$ cat config.mk
export PLATFORM = sky130hd
export DESIGN_NAME = smr_bank
export DESIGN_NICKNAME = d
export VERILOG_FILES = /design/src/verilog/smr_pkg.sv /design/src/verilog/smr_ptr_if.sv /design/src/verilog/smr_bank.sv /design/src/verilog/smr_pointer.sv
export SDC_FILE = /design/constraint.sdc
export NUM_CORES = 1
export LEC_CHECK = 0
export ABC_CLOCK_PERIOD_IN_PS = 2160
export BUFFER_PORTS_ARGS = -buffer_cell sky130_fd_sc_hd__buf_2
export CORE_MARGIN = 2
export CORE_UTILIZATION = 35
export DETAILED_ROUTE_END_ITERATION = 7
export GPL_TIMING_DRIVEN = 0
export SLEW_MARGIN = 20
export SYNTH_ARGS = -nofsm -noshare
export SYNTH_HDL_FRONTEND = slang
export SYNTH_SLANG_ARGS = --single-unit
$ cat constraint.sdc
create_clock -name ref_clk -period 2.16 [get_ports ref_clk]
set_input_delay 0.108 -clock ref_clk [delete_from_list [all_inputs] [get_ports ref_clk]]
set_output_delay 0.108 -clock ref_clk [all_outputs]
set_load 0.02 [all_outputs]
$ cat src/verilog/smr_pkg.sv
/*
 Constants for the scan master host register bank: register addresses, reset values,
 memory region bases, pointer ranges.
 Assumes a 5-bit host address bus and 16-bit host data.
*/
package smr_pkg;
   localparam logic [4:0]  ADDR_SCAN_START        = 5'h00;
   localparam logic [4:0]  ADDR_STATUS_FLAGS      = 5'h01;
   localparam logic [4:0]  ADDR_IRQ_ENABLE        = 5'h02;
   localparam logic [4:0]  ADDR_IRQ_FLAGS         = 5'h03;
   localparam logic [4:0]  ADDR_CONFIG_SETUP      = 5'h04;
   localparam logic [4:0]  ADDR_TCK_DIVIDER       = 5'h05;
   localparam logic [4:0]  ADDR_LFSR_EXPONENT     = 5'h07;
   localparam logic [4:0]  ADDR_LFSR_SEED_LOW     = 5'h08;
   localparam logic [4:0]  ADDR_LFSR_SEED_HIGH    = 5'h09;
   localparam logic [4:0]  ADDR_LFSR_RESULT_LOW   = 5'h0A;
   localparam logic [4:0]  ADDR_LFSR_RESULT_HIGH  = 5'h0B;
   localparam logic [4:0]  ADDR_BUFFER_PTR_LOAD   = 5'h0C;
   localparam logic [4:0]  ADDR_WIN_SCAN_OUT      = 5'h0D;
   localparam logic [4:0]  ADDR_WIN_SCAN_IN       = 5'h0E;
   localparam logic [4:0]  ADDR_WIN_EXPECTED      = 5'h0F;
   localparam logic [4:0]  ADDR_WIN_MASK          = 5'h10;
   localparam logic [4:0]  ADDR_VECTOR_POINTER    = 5'h11;
   localparam logic [4:0]  ADDR_WIN_VECTOR        = 5'h12;
   localparam logic [4:0]  ADDR_HDR_TRL_POINTER   = 5'h13;
   localparam logic [4:0]  ADDR_WIN_HDR_TRL       = 5'h14;
   localparam logic [4:0]  ADDR_MACRO_POINTER     = 5'h15;
   localparam logic [4:0]  ADDR_WIN_MACRO         = 5'h16;
   localparam logic [4:0]  ADDR_SEQUENCER_POINTER = 5'h17;
   localparam logic [4:0]  ADDR_WIN_SEQUENCER     = 5'h18;
   localparam logic [4:0]  ADDR_BRIDGE_POINTER    = 5'h19;
   localparam logic [4:0]  ADDR_WIN_BRIDGE        = 5'h1A;

   localparam logic [15:0] RESET_ZERO             = 16'h0000;
   localparam logic [15:0] RESET_STATUS_FLAGS     = 16'h0800;
   localparam logic [15:0] RESET_CONFIG_SETUP     = 16'h0043;
   localparam int          EXPONENT_BITS          = 3;

   localparam logic [10:0] BASE_SCAN_OUT          = 11'h000;
   localparam logic [10:0] BASE_SCAN_IN           = 11'h1C0;
   localparam logic [10:0] BASE_EXPECTED          = 11'h380;
   localparam logic [10:0] BASE_MASK              = 11'h540;
   localparam logic [10:0] BASE_VECTOR            = 11'h700;
   localparam logic [10:0] BASE_HDR_TRL           = 11'h708;
   localparam logic [10:0] BASE_MACRO             = 11'h788;
   localparam logic [10:0] BASE_SEQUENCER         = 11'h798;
   localparam logic [10:0] BASE_BRIDGE            = 11'h7B8;

   localparam logic [10:0] LAST_BUFFER_INDEX      = 11'h1BF;
   localparam logic [10:0] LAST_VECTOR_INDEX      = 11'h007;
   localparam logic [10:0] LAST_HDR_TRL_INDEX     = 11'h07F;
   localparam logic [10:0] LAST_MACRO_INDEX       = 11'h00F;
   localparam logic [10:0] LAST_SEQUENCER_INDEX   = 11'h01F;
   localparam logic [10:0] LAST_BRIDGE_INDEX      = 11'h03F;

   typedef enum logic [1:0] {
      SMR_HALF_LOW,
      SMR_HALF_HIGH
   } smr_half_type;
endpackage : smr_pkg

$ cat src/verilog/smr_ptr_if.sv
/*
 Carrier between the bank and one region pointer: load, step and current value.
 Assumes single-clock use inside the bank.
*/
interface smr_ptr_if;
   logic        load;
   logic [10:0] load_value;
   logic        step;
   logic [10:0] value;
   modport owner (input load, input load_value, input step, output value);
   modport user  (output load, output load_value, output step, input value);
endinterface : smr_ptr_if

$ cat src/verilog/smr_bank.sv
/*
 Host register bank and memory window address generator of the scan master.
 Assumes the host strobe has been turned into one-cycle rd_strobe/wr_strobe on ref_clk,
 and a single-port memory of 2K x 32 answers mem_rdata one cycle after mem_addr.
*/
module smr_bank (
   input  wire logic        ref_clk,
   input  wire logic        reset,
   input  wire logic [4:0]  addr,
   input  wire logic        rd_strobe,
   input  wire logic        wr_strobe,
   input  wire logic        word_end,
   input  wire logic [15:0] wdata,
   output logic      [15:0] rdata,
   output logic      [10:0] mem_addr,
   output logic             mem_rd,
   output logic             mem_wr,
   output logic      [31:0] mem_wdata,
   input  wire logic [31:0] mem_rdata,
   output logic      [31:0] lfsr_seed,
   input  wire logic [31:0] lfsr_result_in,
   input  wire logic        lfsr_result_load,
   output logic      [2:0]  lfsr_exponent_out,
   output logic      [15:0] scan_start_out,
   output logic      [15:0] config_setup_out,
   output logic      [15:0] tck_divider_out
);
   // window order: scan_out, scan_in, expected, mask, vector, hdr_trl, macro, seq, bridge
   localparam int NWIN = 9;
   localparam logic [10:0] WIN_BASE [NWIN] = '{
      smr_pkg::BASE_SCAN_OUT, smr_pkg::BASE_SCAN_IN, smr_pkg::BASE_EXPECTED,
      smr_pkg::BASE_MASK, smr_pkg::BASE_VECTOR, smr_pkg::BASE_HDR_TRL,
      smr_pkg::BASE_MACRO, smr_pkg::BASE_SEQUENCER, smr_pkg::BASE_BRIDGE};
   localparam logic [10:0] WIN_LAST [NWIN] = '{
      smr_pkg::LAST_BUFFER_INDEX, smr_pkg::LAST_BUFFER_INDEX, smr_pkg::LAST_BUFFER_INDEX,
      smr_pkg::LAST_BUFFER_INDEX, smr_pkg::LAST_VECTOR_INDEX, smr_pkg::LAST_HDR_TRL_INDEX,
      smr_pkg::LAST_MACRO_INDEX, smr_pkg::LAST_SEQUENCER_INDEX, smr_pkg::LAST_BRIDGE_INDEX};
   localparam logic [4:0] WIN_ADDR [NWIN] = '{
      smr_pkg::ADDR_WIN_SCAN_OUT, smr_pkg::ADDR_WIN_SCAN_IN, smr_pkg::ADDR_WIN_EXPECTED,
      smr_pkg::ADDR_WIN_MASK, smr_pkg::ADDR_WIN_VECTOR, smr_pkg::ADDR_WIN_HDR_TRL,
      smr_pkg::ADDR_WIN_MACRO, smr_pkg::ADDR_WIN_SEQUENCER, smr_pkg::ADDR_WIN_BRIDGE};
   localparam logic [4:0] PTR_ADDR [NWIN] = '{
      smr_pkg::ADDR_BUFFER_PTR_LOAD, smr_pkg::ADDR_BUFFER_PTR_LOAD,
      smr_pkg::ADDR_BUFFER_PTR_LOAD, smr_pkg::ADDR_BUFFER_PTR_LOAD,
      smr_pkg::ADDR_VECTOR_POINTER, smr_pkg::ADDR_HDR_TRL_POINTER,
      smr_pkg::ADDR_MACRO_POINTER, smr_pkg::ADDR_SEQUENCER_POINTER,
      smr_pkg::ADDR_BRIDGE_POINTER};

   // registered state
   logic [15:0] scan_start, status_flags, irq_enable, irq_flags;
   logic [15:0] config_setup, tck_divider;
   logic [2:0]  lfsr_exponent;
   logic [15:0] lfsr_seed_low, lfsr_seed_high, lfsr_result_low, lfsr_result_high;
   logic [15:0] buffer_pointer_load, vector_pointer, hdr_trl_pointer;
   logic [15:0] macro_pointer, sequencer_pointer, bridge_pointer;
   logic [15:0] win_low;
   logic [15:0] rdata_q;
   logic [31:0] mem_wdata_q;
   logic        mem_wr_q;
   smr_pkg::smr_half_type half;

   logic [15:0] next_scan_start, next_status_flags, next_irq_enable, next_irq_flags;
   logic [15:0] next_config_setup, next_tck_divider;
   logic [2:0]  next_lfsr_exponent;
   logic [15:0] next_lfsr_seed_low, next_lfsr_seed_high;
   logic [15:0] next_lfsr_result_low, next_lfsr_result_high;
   logic [15:0] next_buffer_pointer_load, next_vector_pointer, next_hdr_trl_pointer;
   logic [15:0] next_macro_pointer, next_sequencer_pointer, next_bridge_pointer;
   logic [15:0] next_win_low;
   logic [15:0] next_rdata;
   logic [31:0] next_mem_wdata;
   logic        next_mem_wr;
   smr_pkg::smr_half_type next_half;

   logic [NWIN-1:0]  win_hit;
   logic [10:0]      ptr_value [NWIN];
   logic [10:0]      win_addr_calc;
   logic             any_win;
   logic             access;

   smr_ptr_if ptr_bus [NWIN] ();

   function automatic logic [10:0] region_addr(input logic [10:0] base,
                                               input logic [10:0] index);
      region_addr = base + index;
   endfunction : region_addr

   assign access = rd_strobe | wr_strobe;

   genvar gi;
   generate
      for (gi = 0; gi < NWIN; gi++) begin : g_win
         smr_pointer #(.LAST(WIN_LAST[gi])) u_ptr (
            .ref_clk (ref_clk),
            .reset   (reset),
            .ptr     (ptr_bus[gi])
         );
         assign win_hit[gi] = (addr == WIN_ADDR[gi]);
         // one pointer load register feeds all four buffer pointers
         assign ptr_bus[gi].load       = wr_strobe && (addr == PTR_ADDR[gi]);
         assign ptr_bus[gi].load_value = wdata[10:0];
         // of the buffers only scan_in steps on reads, the other three on writes; vector and later windows step on either
         if (gi == 1) begin : g_rd
            assign ptr_bus[gi].step = rd_strobe && win_hit[gi] && word_end;
         end else begin : g_wr
            assign ptr_bus[gi].step = access && win_hit[gi] && word_end && (gi > 3 || wr_strobe);
         end
         assign ptr_value[gi] = ptr_bus[gi].value;
      end
   endgenerate

   always_comb begin
      any_win       = 1'b0;
      win_addr_calc = 11'h000;
      for (int i = 0; i < NWIN; i++) begin
         if (win_hit[i]) begin
            any_win       = 1'b1;
            win_addr_calc = region_addr(WIN_BASE[i], ptr_value[i]);
         end
      end
   end

   always_comb begin
      next_scan_start          = scan_start;
      next_status_flags        = status_flags;
      next_irq_enable          = irq_enable;
      next_irq_flags           = irq_flags;
      next_config_setup        = config_setup;
      next_tck_divider         = tck_divider;
      next_lfsr_exponent       = lfsr_exponent;
      next_lfsr_seed_low       = lfsr_seed_low;
      next_lfsr_seed_high      = lfsr_seed_high;
      next_lfsr_result_low     = lfsr_result_low;
      next_lfsr_result_high    = lfsr_result_high;
      next_buffer_pointer_load = buffer_pointer_load;
      next_vector_pointer      = vector_pointer;
      next_hdr_trl_pointer     = hdr_trl_pointer;
      next_macro_pointer       = macro_pointer;
      next_sequencer_pointer   = sequencer_pointer;
      next_bridge_pointer      = bridge_pointer;
      next_win_low             = win_low;
      next_rdata               = rdata_q;
      next_mem_wdata           = mem_wdata_q;
      next_mem_wr              = 1'b0;
      next_half                = half;
      if (lfsr_result_load) begin
         next_lfsr_result_low  = lfsr_result_in[15:0];
         next_lfsr_result_high = lfsr_result_in[31:16];
      end
      if (wr_strobe) begin
         case (addr)
            smr_pkg::ADDR_SCAN_START:        next_scan_start = wdata;
            smr_pkg::ADDR_STATUS_FLAGS:      next_status_flags = wdata;
            smr_pkg::ADDR_IRQ_ENABLE:        next_irq_enable = wdata;
            smr_pkg::ADDR_IRQ_FLAGS:         next_irq_flags = wdata;
            smr_pkg::ADDR_CONFIG_SETUP:      next_config_setup = wdata;
            smr_pkg::ADDR_TCK_DIVIDER:       next_tck_divider = wdata;
            smr_pkg::ADDR_LFSR_EXPONENT:     next_lfsr_exponent = wdata[2:0];
            smr_pkg::ADDR_LFSR_SEED_LOW:     next_lfsr_seed_low = wdata;
            smr_pkg::ADDR_LFSR_SEED_HIGH:    next_lfsr_seed_high = wdata;
            smr_pkg::ADDR_LFSR_RESULT_LOW:   next_lfsr_result_low = wdata;
            smr_pkg::ADDR_LFSR_RESULT_HIGH:  next_lfsr_result_high = wdata;
            smr_pkg::ADDR_BUFFER_PTR_LOAD:   next_buffer_pointer_load = wdata;
            smr_pkg::ADDR_VECTOR_POINTER:    next_vector_pointer = wdata;
            smr_pkg::ADDR_HDR_TRL_POINTER:   next_hdr_trl_pointer = wdata;
            smr_pkg::ADDR_MACRO_POINTER:     next_macro_pointer = wdata;
            smr_pkg::ADDR_SEQUENCER_POINTER: next_sequencer_pointer = wdata;
            smr_pkg::ADDR_BRIDGE_POINTER:    next_bridge_pointer = wdata;
            default: begin
               if (any_win) begin
                  // 16-bit host, so a long word is low half then high half
                  if (!word_end) begin
                     next_win_low = wdata;
                     next_half    = smr_pkg::SMR_HALF_HIGH;
                  end else begin
                     next_mem_wdata = {wdata, win_low};
                     next_mem_wr    = 1'b1;
                     next_half      = smr_pkg::SMR_HALF_LOW;
                  end
               end
               // other addresses write nothing
            end
         endcase
      end
      if (rd_strobe) begin
         case (addr)
            smr_pkg::ADDR_SCAN_START:        next_rdata = scan_start;
            smr_pkg::ADDR_STATUS_FLAGS:      next_rdata = status_flags;
            smr_pkg::ADDR_IRQ_ENABLE:        next_rdata = irq_enable;
            smr_pkg::ADDR_IRQ_FLAGS:         next_rdata = irq_flags;
            smr_pkg::ADDR_CONFIG_SETUP:      next_rdata = config_setup;
            smr_pkg::ADDR_TCK_DIVIDER:       next_rdata = tck_divider;
            smr_pkg::ADDR_LFSR_EXPONENT:     next_rdata = {13'h0000, lfsr_exponent};
            smr_pkg::ADDR_LFSR_SEED_LOW:     next_rdata = lfsr_seed_low;
            smr_pkg::ADDR_LFSR_SEED_HIGH:    next_rdata = lfsr_seed_high;
            smr_pkg::ADDR_LFSR_RESULT_LOW:   next_rdata = lfsr_result_low;
            smr_pkg::ADDR_LFSR_RESULT_HIGH:  next_rdata = lfsr_result_high;
            smr_pkg::ADDR_BUFFER_PTR_LOAD:   next_rdata = buffer_pointer_load;
            smr_pkg::ADDR_VECTOR_POINTER:    next_rdata = vector_pointer;
            smr_pkg::ADDR_HDR_TRL_POINTER:   next_rdata = hdr_trl_pointer;
            smr_pkg::ADDR_MACRO_POINTER:     next_rdata = macro_pointer;
            smr_pkg::ADDR_SEQUENCER_POINTER: next_rdata = sequencer_pointer;
            smr_pkg::ADDR_BRIDGE_POINTER:    next_rdata = bridge_pointer;
            default: begin
               // memory data arrives one cycle late, so window reads take rdata from mem_rdata in the cycle after the strobe
               next_rdata = 16'h0000;
            end
         endcase
      end
   end

   always_ff @(posedge ref_clk) begin
      if (reset) begin
         scan_start          <= smr_pkg::RESET_ZERO;
         status_flags        <= smr_pkg::RESET_STATUS_FLAGS;
         irq_enable          <= smr_pkg::RESET_ZERO;
         irq_flags           <= smr_pkg::RESET_ZERO;
         config_setup        <= smr_pkg::RESET_CONFIG_SETUP;
         tck_divider         <= smr_pkg::RESET_ZERO;
         lfsr_exponent       <= 3'h0;
         lfsr_seed_low       <= smr_pkg::RESET_ZERO;
         lfsr_seed_high      <= smr_pkg::RESET_ZERO;
         lfsr_result_low     <= smr_pkg::RESET_ZERO;
         lfsr_result_high    <= smr_pkg::RESET_ZERO;
         buffer_pointer_load <= smr_pkg::RESET_ZERO;
         vector_pointer      <= smr_pkg::RESET_ZERO;
         hdr_trl_pointer     <= smr_pkg::RESET_ZERO;
         macro_pointer       <= smr_pkg::RESET_ZERO;
         sequencer_pointer   <= smr_pkg::RESET_ZERO;
         bridge_pointer      <= smr_pkg::RESET_ZERO;
         win_low             <= smr_pkg::RESET_ZERO;
         rdata_q             <= smr_pkg::RESET_ZERO;
         mem_wdata_q         <= 32'h0000_0000;
         mem_wr_q            <= 1'b0;
         half                <= smr_pkg::SMR_HALF_LOW;
      end else begin
         scan_start          <= next_scan_start;
         status_flags        <= next_status_flags;
         irq_enable          <= next_irq_enable;
         irq_flags           <= next_irq_flags;
         config_setup        <= next_config_setup;
         tck_divider         <= next_tck_divider;
         lfsr_exponent       <= next_lfsr_exponent;
         lfsr_seed_low       <= next_lfsr_seed_low;
         lfsr_seed_high      <= next_lfsr_seed_high;
         lfsr_result_low     <= next_lfsr_result_low;
         lfsr_result_high    <= next_lfsr_result_high;
         buffer_pointer_load <= next_buffer_pointer_load;
         vector_pointer      <= next_vector_pointer;
         hdr_trl_pointer     <= next_hdr_trl_pointer;
         macro_pointer       <= next_macro_pointer;
         sequencer_pointer   <= next_sequencer_pointer;
         bridge_pointer      <= next_bridge_pointer;
         win_low             <= next_win_low;
         rdata_q             <= next_rdata;
         mem_wdata_q         <= next_mem_wdata;
         mem_wr_q            <= next_mem_wr;
         half                <= next_half;
      end
   end

   // memory address held for the write issued one cycle later
   logic [10:0] mem_addr_q;
   logic [10:0] next_mem_addr;
   logic        window_read_q;
   logic        next_window_read;
   logic        read_high_q;
   logic        next_read_high;

   always_comb begin
      next_mem_addr    = mem_addr_q;
      next_window_read = access && any_win && rd_strobe;
      next_read_high   = word_end;
      if (access && any_win) begin
         next_mem_addr = win_addr_calc;
      end
   end

   always_ff @(posedge ref_clk) begin
      if (reset) begin
         mem_addr_q    <= 11'h000;
         window_read_q <= 1'b0;
         read_high_q   <= 1'b0;
      end else begin
         mem_addr_q    <= next_mem_addr;
         window_read_q <= next_window_read;
         read_high_q   <= next_read_high;
      end
   end

   // odd vector words carry only alignment padding in their whole high half, which reads back as zero
   logic vector_pad;
   assign vector_pad = (mem_addr_q >= smr_pkg::BASE_VECTOR) &&
                       (mem_addr_q < smr_pkg::BASE_HDR_TRL) && mem_addr_q[0] && read_high_q;

   // a pending write owns the single port, so the host leaves a gap after a long word
   assign mem_addr  = (access && any_win && !mem_wr_q) ? win_addr_calc : mem_addr_q;
   assign mem_rd    = rd_strobe && any_win;
   assign mem_wr    = mem_wr_q;
   assign mem_wdata = mem_wdata_q;
   assign rdata     = !window_read_q ? rdata_q :
                      vector_pad ? 16'h0000 :
                      read_high_q ? mem_rdata[31:16] : mem_rdata[15:0];

   assign lfsr_seed         = {lfsr_seed_high, lfsr_seed_low};
   assign lfsr_exponent_out = lfsr_exponent;
   assign scan_start_out    = scan_start;
   assign config_setup_out  = config_setup;
   assign tck_divider_out   = tck_divider;
endmodule : smr_bank

$ cat src/verilog/smr_pointer.sv
/*
 One auto-incrementing region pointer; wraps to zero past its last index.
 Assumes load and step come from the same clock domain.
*/
module smr_pointer #(
   parameter logic [10:0] LAST = 11'h1BF
) (
   input  wire logic  ref_clk,
   input  wire logic  reset,
   smr_ptr_if.owner   ptr
);
   logic [10:0] value_q;
   logic [10:0] next_value;

   always_comb begin
      next_value = value_q;
      if (ptr.load) begin
         next_value = (ptr.load_value > LAST) ? 11'h000 : ptr.load_value;
      end else if (ptr.step) begin
         // staying inside the region protects the neighbouring one
         next_value = (value_q == LAST) ? 11'h000 : value_q + 11'h001;
      end
   end

   always_ff @(posedge ref_clk) begin
      if (reset) begin
         value_q <= 11'h000;
      end else begin
         value_q <= next_value;
      end
   end

   assign ptr.value = value_q;
endmodule : smr_pointer

==> results by group <==
Status
  – Status: finished, violations left
  – Failing checks: setup timing

Die
  – Core Region: roughly 62000 µm²
  – Die ar.: 64400 µm²
  – Die span in x: 254 µm
  – Initial Util: 35.4%
  – Top-level I/O count: 235
  – Rows: 91
  – Die height: 254 µm

Timing
  – Max-slew violations: 0
  – Fmax: 367 MHz
  – Final setup violation count: 30
  – Worst slew margin: 14.1%
  – Final hold vios: 0
  – Final period util: 126%
  – Clk_skew: between 0.03 and 0.04 ns
  – Hold WS: 0.0259 ns
  – Worst slew pin tran: 1.29 ns
  – RSZ-0062 raised after global routing: true
  – Final worst slack: -0.566 ns
  – Final worst path period need: ~2.7 ns

Synthesis
  – Synth Area per Inst: 7.67 µm²
  – Yosys top cell area share: 40.0%
  – Commonest cells post-synth: nand2_1, dfxtp_1, a21oi_1, nor2_1, clkbuf_1
  – Main area contributors after synthesis: dfxtp_1, nand2_1, a21oi_1
  – Sequential fraction of the synthesis area: 40.0%
  – Synth cell types: 93
  – Post-Synthesis Cells: 2845
  – Most frequent cell after synthesis: nand2_1
  – Syn Nets: 2961
  – Ys async rst share: 0%
  – Number of enable flip-flop cells after synthesis: 0
  – Synth warn: 0
  – Flops & latches, synth: roughly 440
  – Top_reg_cell synth: dfxtp_1
  – Synthesized area: 21800 µm²
  – Cell taking the most area after synthesis: dfxtp_1

Critical path
  – Crit-path max FO: 2
  – Critical Path RT: 2.05 ns
  – Critical path class: register to output pin
  – Worst EP arrival: 2.62 ns
  – R2R setup slack: 0.09 ns
  – R2r endpoint: g_win[1].u_ptr.ptr.value[9]$_SDFFE_PP0P_
  – Worst path slowest cell: o211ai_1
  – FF-to-FF path depth: 8
  – Crit path largest cell delay: between 0.4 and 0.5 ns
  – Setup crit end kind: output pin
  – RR Startpoint: g_win[1].u_ptr.ptr.value[0]$_SDFFE_PP0P_
  – Crit start category: register
  – Cells along the critical path: inv_2 > ha_4 > xnor2_2 > o32ai_2 > a221oi_2 > o211ai_1 > a22oi_2 > a21oi_1 > buf_4

Placed design
  – Post-DP HPWL: between 70000 and 80000 µm
  – # port buffers: 221
  – Final Wtd Congestion: 1.01

Pwr
  – Clock power frac: 46.8%
  – Total power: 0.0190 W
  – Combinational share of power: 9.8%
  – Seq pwr share: 43.4%
  – Sw power: 0.00525 W
  – VDD IR max: roughly 0.61 mV
  – Power Dens Cells: 690 nW/µm²
  – Sw Share: around 28%
  – Internal: about 0.014 W
  – Leakage Power: 10.1 nW

Cells and area
  – Final Core Density: 44.7%
  – P&R area growth vs syn: 26.4%
  – Share of cells above drive strength 1: 20.0%
  – Final net count: around 3300
  – # fillers: 6278
  – Max reg flops: 99

Global routing
  – Vias in the first global route: 22000
  – GR Overflow Total: 0
  – Largest net degree at the start of global routing: 15
  – Initial antenna violation count: 4
  – Total track usage: between 30% and 40%
  – Global-route wire length before repair: 150000 µm

Routing
  – Antenna Nets Post-Route: 0
  – Vias per std cell: between 6 and 7
  – Drt total wl: 106000 µm
  – Via count: between 20000 and 25000
  – Initial drt markers: about 3300
  – DRC errors left: 0
  – Drt pass-1 iters: 8
  – Routed WL per cell: 26.1 µm

CTS
  – Max Buffers Root-to-Sink: 3
  – H-tree depth: 2
  – Sink Count: 436
  – Root Buffer: clkbuf_16
  – CTS buffer count: 48
  – Clock slew at reported path FFs: 0.06 ns
  – Clock tree from TritonCTS: yes
  – Worst-Skew Late Latency: 0.64 ns

Hold path
  – WHS Endpoint: g_win[5].u_ptr.ptr.value[5]$_SDFFE_PP0P_
  – Worst Hold Path Cells: 4
  – Hold WC Path Type: input port to register
  – Worst Min Path Start: wdata[5]

Flow run
  – Max cap viols: 0
## area by class of cell
class | instances | area, µm² | share of cell area, %
Multi-Input combinational cell | 2120 | 12700 | 46.1
Sequential cell | 436 | 8830 | 32.0
Clock inverter | 23 | 337 | 1.22
Clock buffer | 64 | 1320 | 4.79
Tap cell | 837 | 1050 | 3.80
Antenna cell | 4 | 10.0 | 0.0363
Inverter | 46 | 178 | 0.644
Timing Repair Buffer | 315 | 2070 | 7.52
Buffer | 228 | 1060 | 3.85
## cell usage in the layout, fill, tap and decap left out, drive strengths merged, types with 25 or more instances in the layout
master       Yosys  final
nor2           218    218
a22oi          117    117
ha              25     25
and3            34     34
mux2i           78     78
inv             46     49
nand3           83     83
clkbuf         170    221
dlygate4sd3      0     35
buf             73    351
nand2          597    597
dfxtp          436    436
a21oi          351    351
nand4           32     32
o21ai          120    120
a211oi          59     59
nor3            48     48
## power groups by stage
| stage | clock, W | combinational, W | sequential (W) |
|---|---|---|---|
| after floorplan | 0 | 0.000820 | 0.00841 |
| after global placement | 0 | 0.00155 | 0.00844 |
| after detailed placement | 0 | 0.00155 | 0.00844 |
| after CTS | 0.00889 | 0.00171 | 0.00826 |
| after global routing | 0.00922 | 0.00189 | 0.00826 |
| final | 0.00890 | 0.00186 | 0.00826 |
## how the worst max path moves through the flow
stage,slack [ns],start,to,cells past startpoint
2_1_floorplan,0.11,g_win[1].u_ptr.ptr.value[0]$_SDFFE_PP0P_,g_win[1].u_ptr.ptr.value[1]$_SDFFE_PP0P_,8
3_3_place_gp,-1.30,wr_strobe,lfsr_seed_low[10]$_SDFFE_PP0P_,7
3_5_place_dp,-1.28,wr_strobe,lfsr_seed_low[10]$_SDFFE_PP0P_,7
4_1_cts,-0.64,g_win[1].u_ptr.ptr.value[7]$_SDFFE_PP0P_,mem_addr[8],9
5_1_grt,-0.61,g_win[1].u_ptr.ptr.value[7]$_SDFFE_PP0P_,mem_addr[8],9
6_report,-0.57,g_win[1].u_ptr.ptr.value[7]$_SDFFE_PP0P_,mem_addr[8],9
## kinds of logic (layout without fill, tap and decap cells)
| group | Yosys count | count (layout) | share of synthesized area [%] |
|---|---|---|---|
| and+or+nand+nor | 1165 | 1165 | 24.5 |
| AOI/OAI and AO/OA | 816 | 816 | 23.4 |
| DFF | 436 | 436 | 40.0 |
| buffers and inverters | 289 | 676 | 5.57 |
| muxes | 82 | 82 | 3.78 |
| xor gates and xnor gates | 32 | 32 | 1.28 |
| adders and majority gates | 25 | 25 | 1.43 |
| other | 0 | 4 | 0 |
## per-stage QoR
step,setup TNS [ns],setup WS (ns),cells,area (µm²)
2_1_floorplan,0,0.110,2845,21800
3_3_place_gp,-220.58,-1.30,3903,24000
3_5_place_dp,-200.42,-1.28,3903,24000
4_1_cts,-9.30,-0.638,4042,26900
5_1_grt,-8.82,-0.609,4071,27600
6_report,-7.91,-0.566,4073,27600
## worst max-delay path, delay by kind of cell (launching register included)
kind                     cells  cell delay, ns
buffers and inverters        2            0.21
flip-flops                   1            0.37
XOR/XNOR                     1            0.13
AO/OA/AOI/OAI                5            1.14
adder cells (fa/ha/maj)      1            0.16
## timing repair
action | in CTS | in global routing
endpoints found under the hold margin | 39 | 0
endpoints found under the setup margin | 193 | 101
cloned | 1 | 1
pin swaps | 60 | 51
hold buffers | 35 | 0
buffers inserted | 25 | 34
resized for setup | 211 | 116
## metal layers
metal | vias up | share of wire, % | track usage, %
li1 | 10800 | - | -
met1 | 11600 | 39 | 42.0
met2 | 1741 | 42 | 47.0
met3 | 404 | 13 | 7.42
met4 | 2 | 6.9 | 18.2
met5 | - | 0.011 | 0
Power figures use the tool's default switching activity.
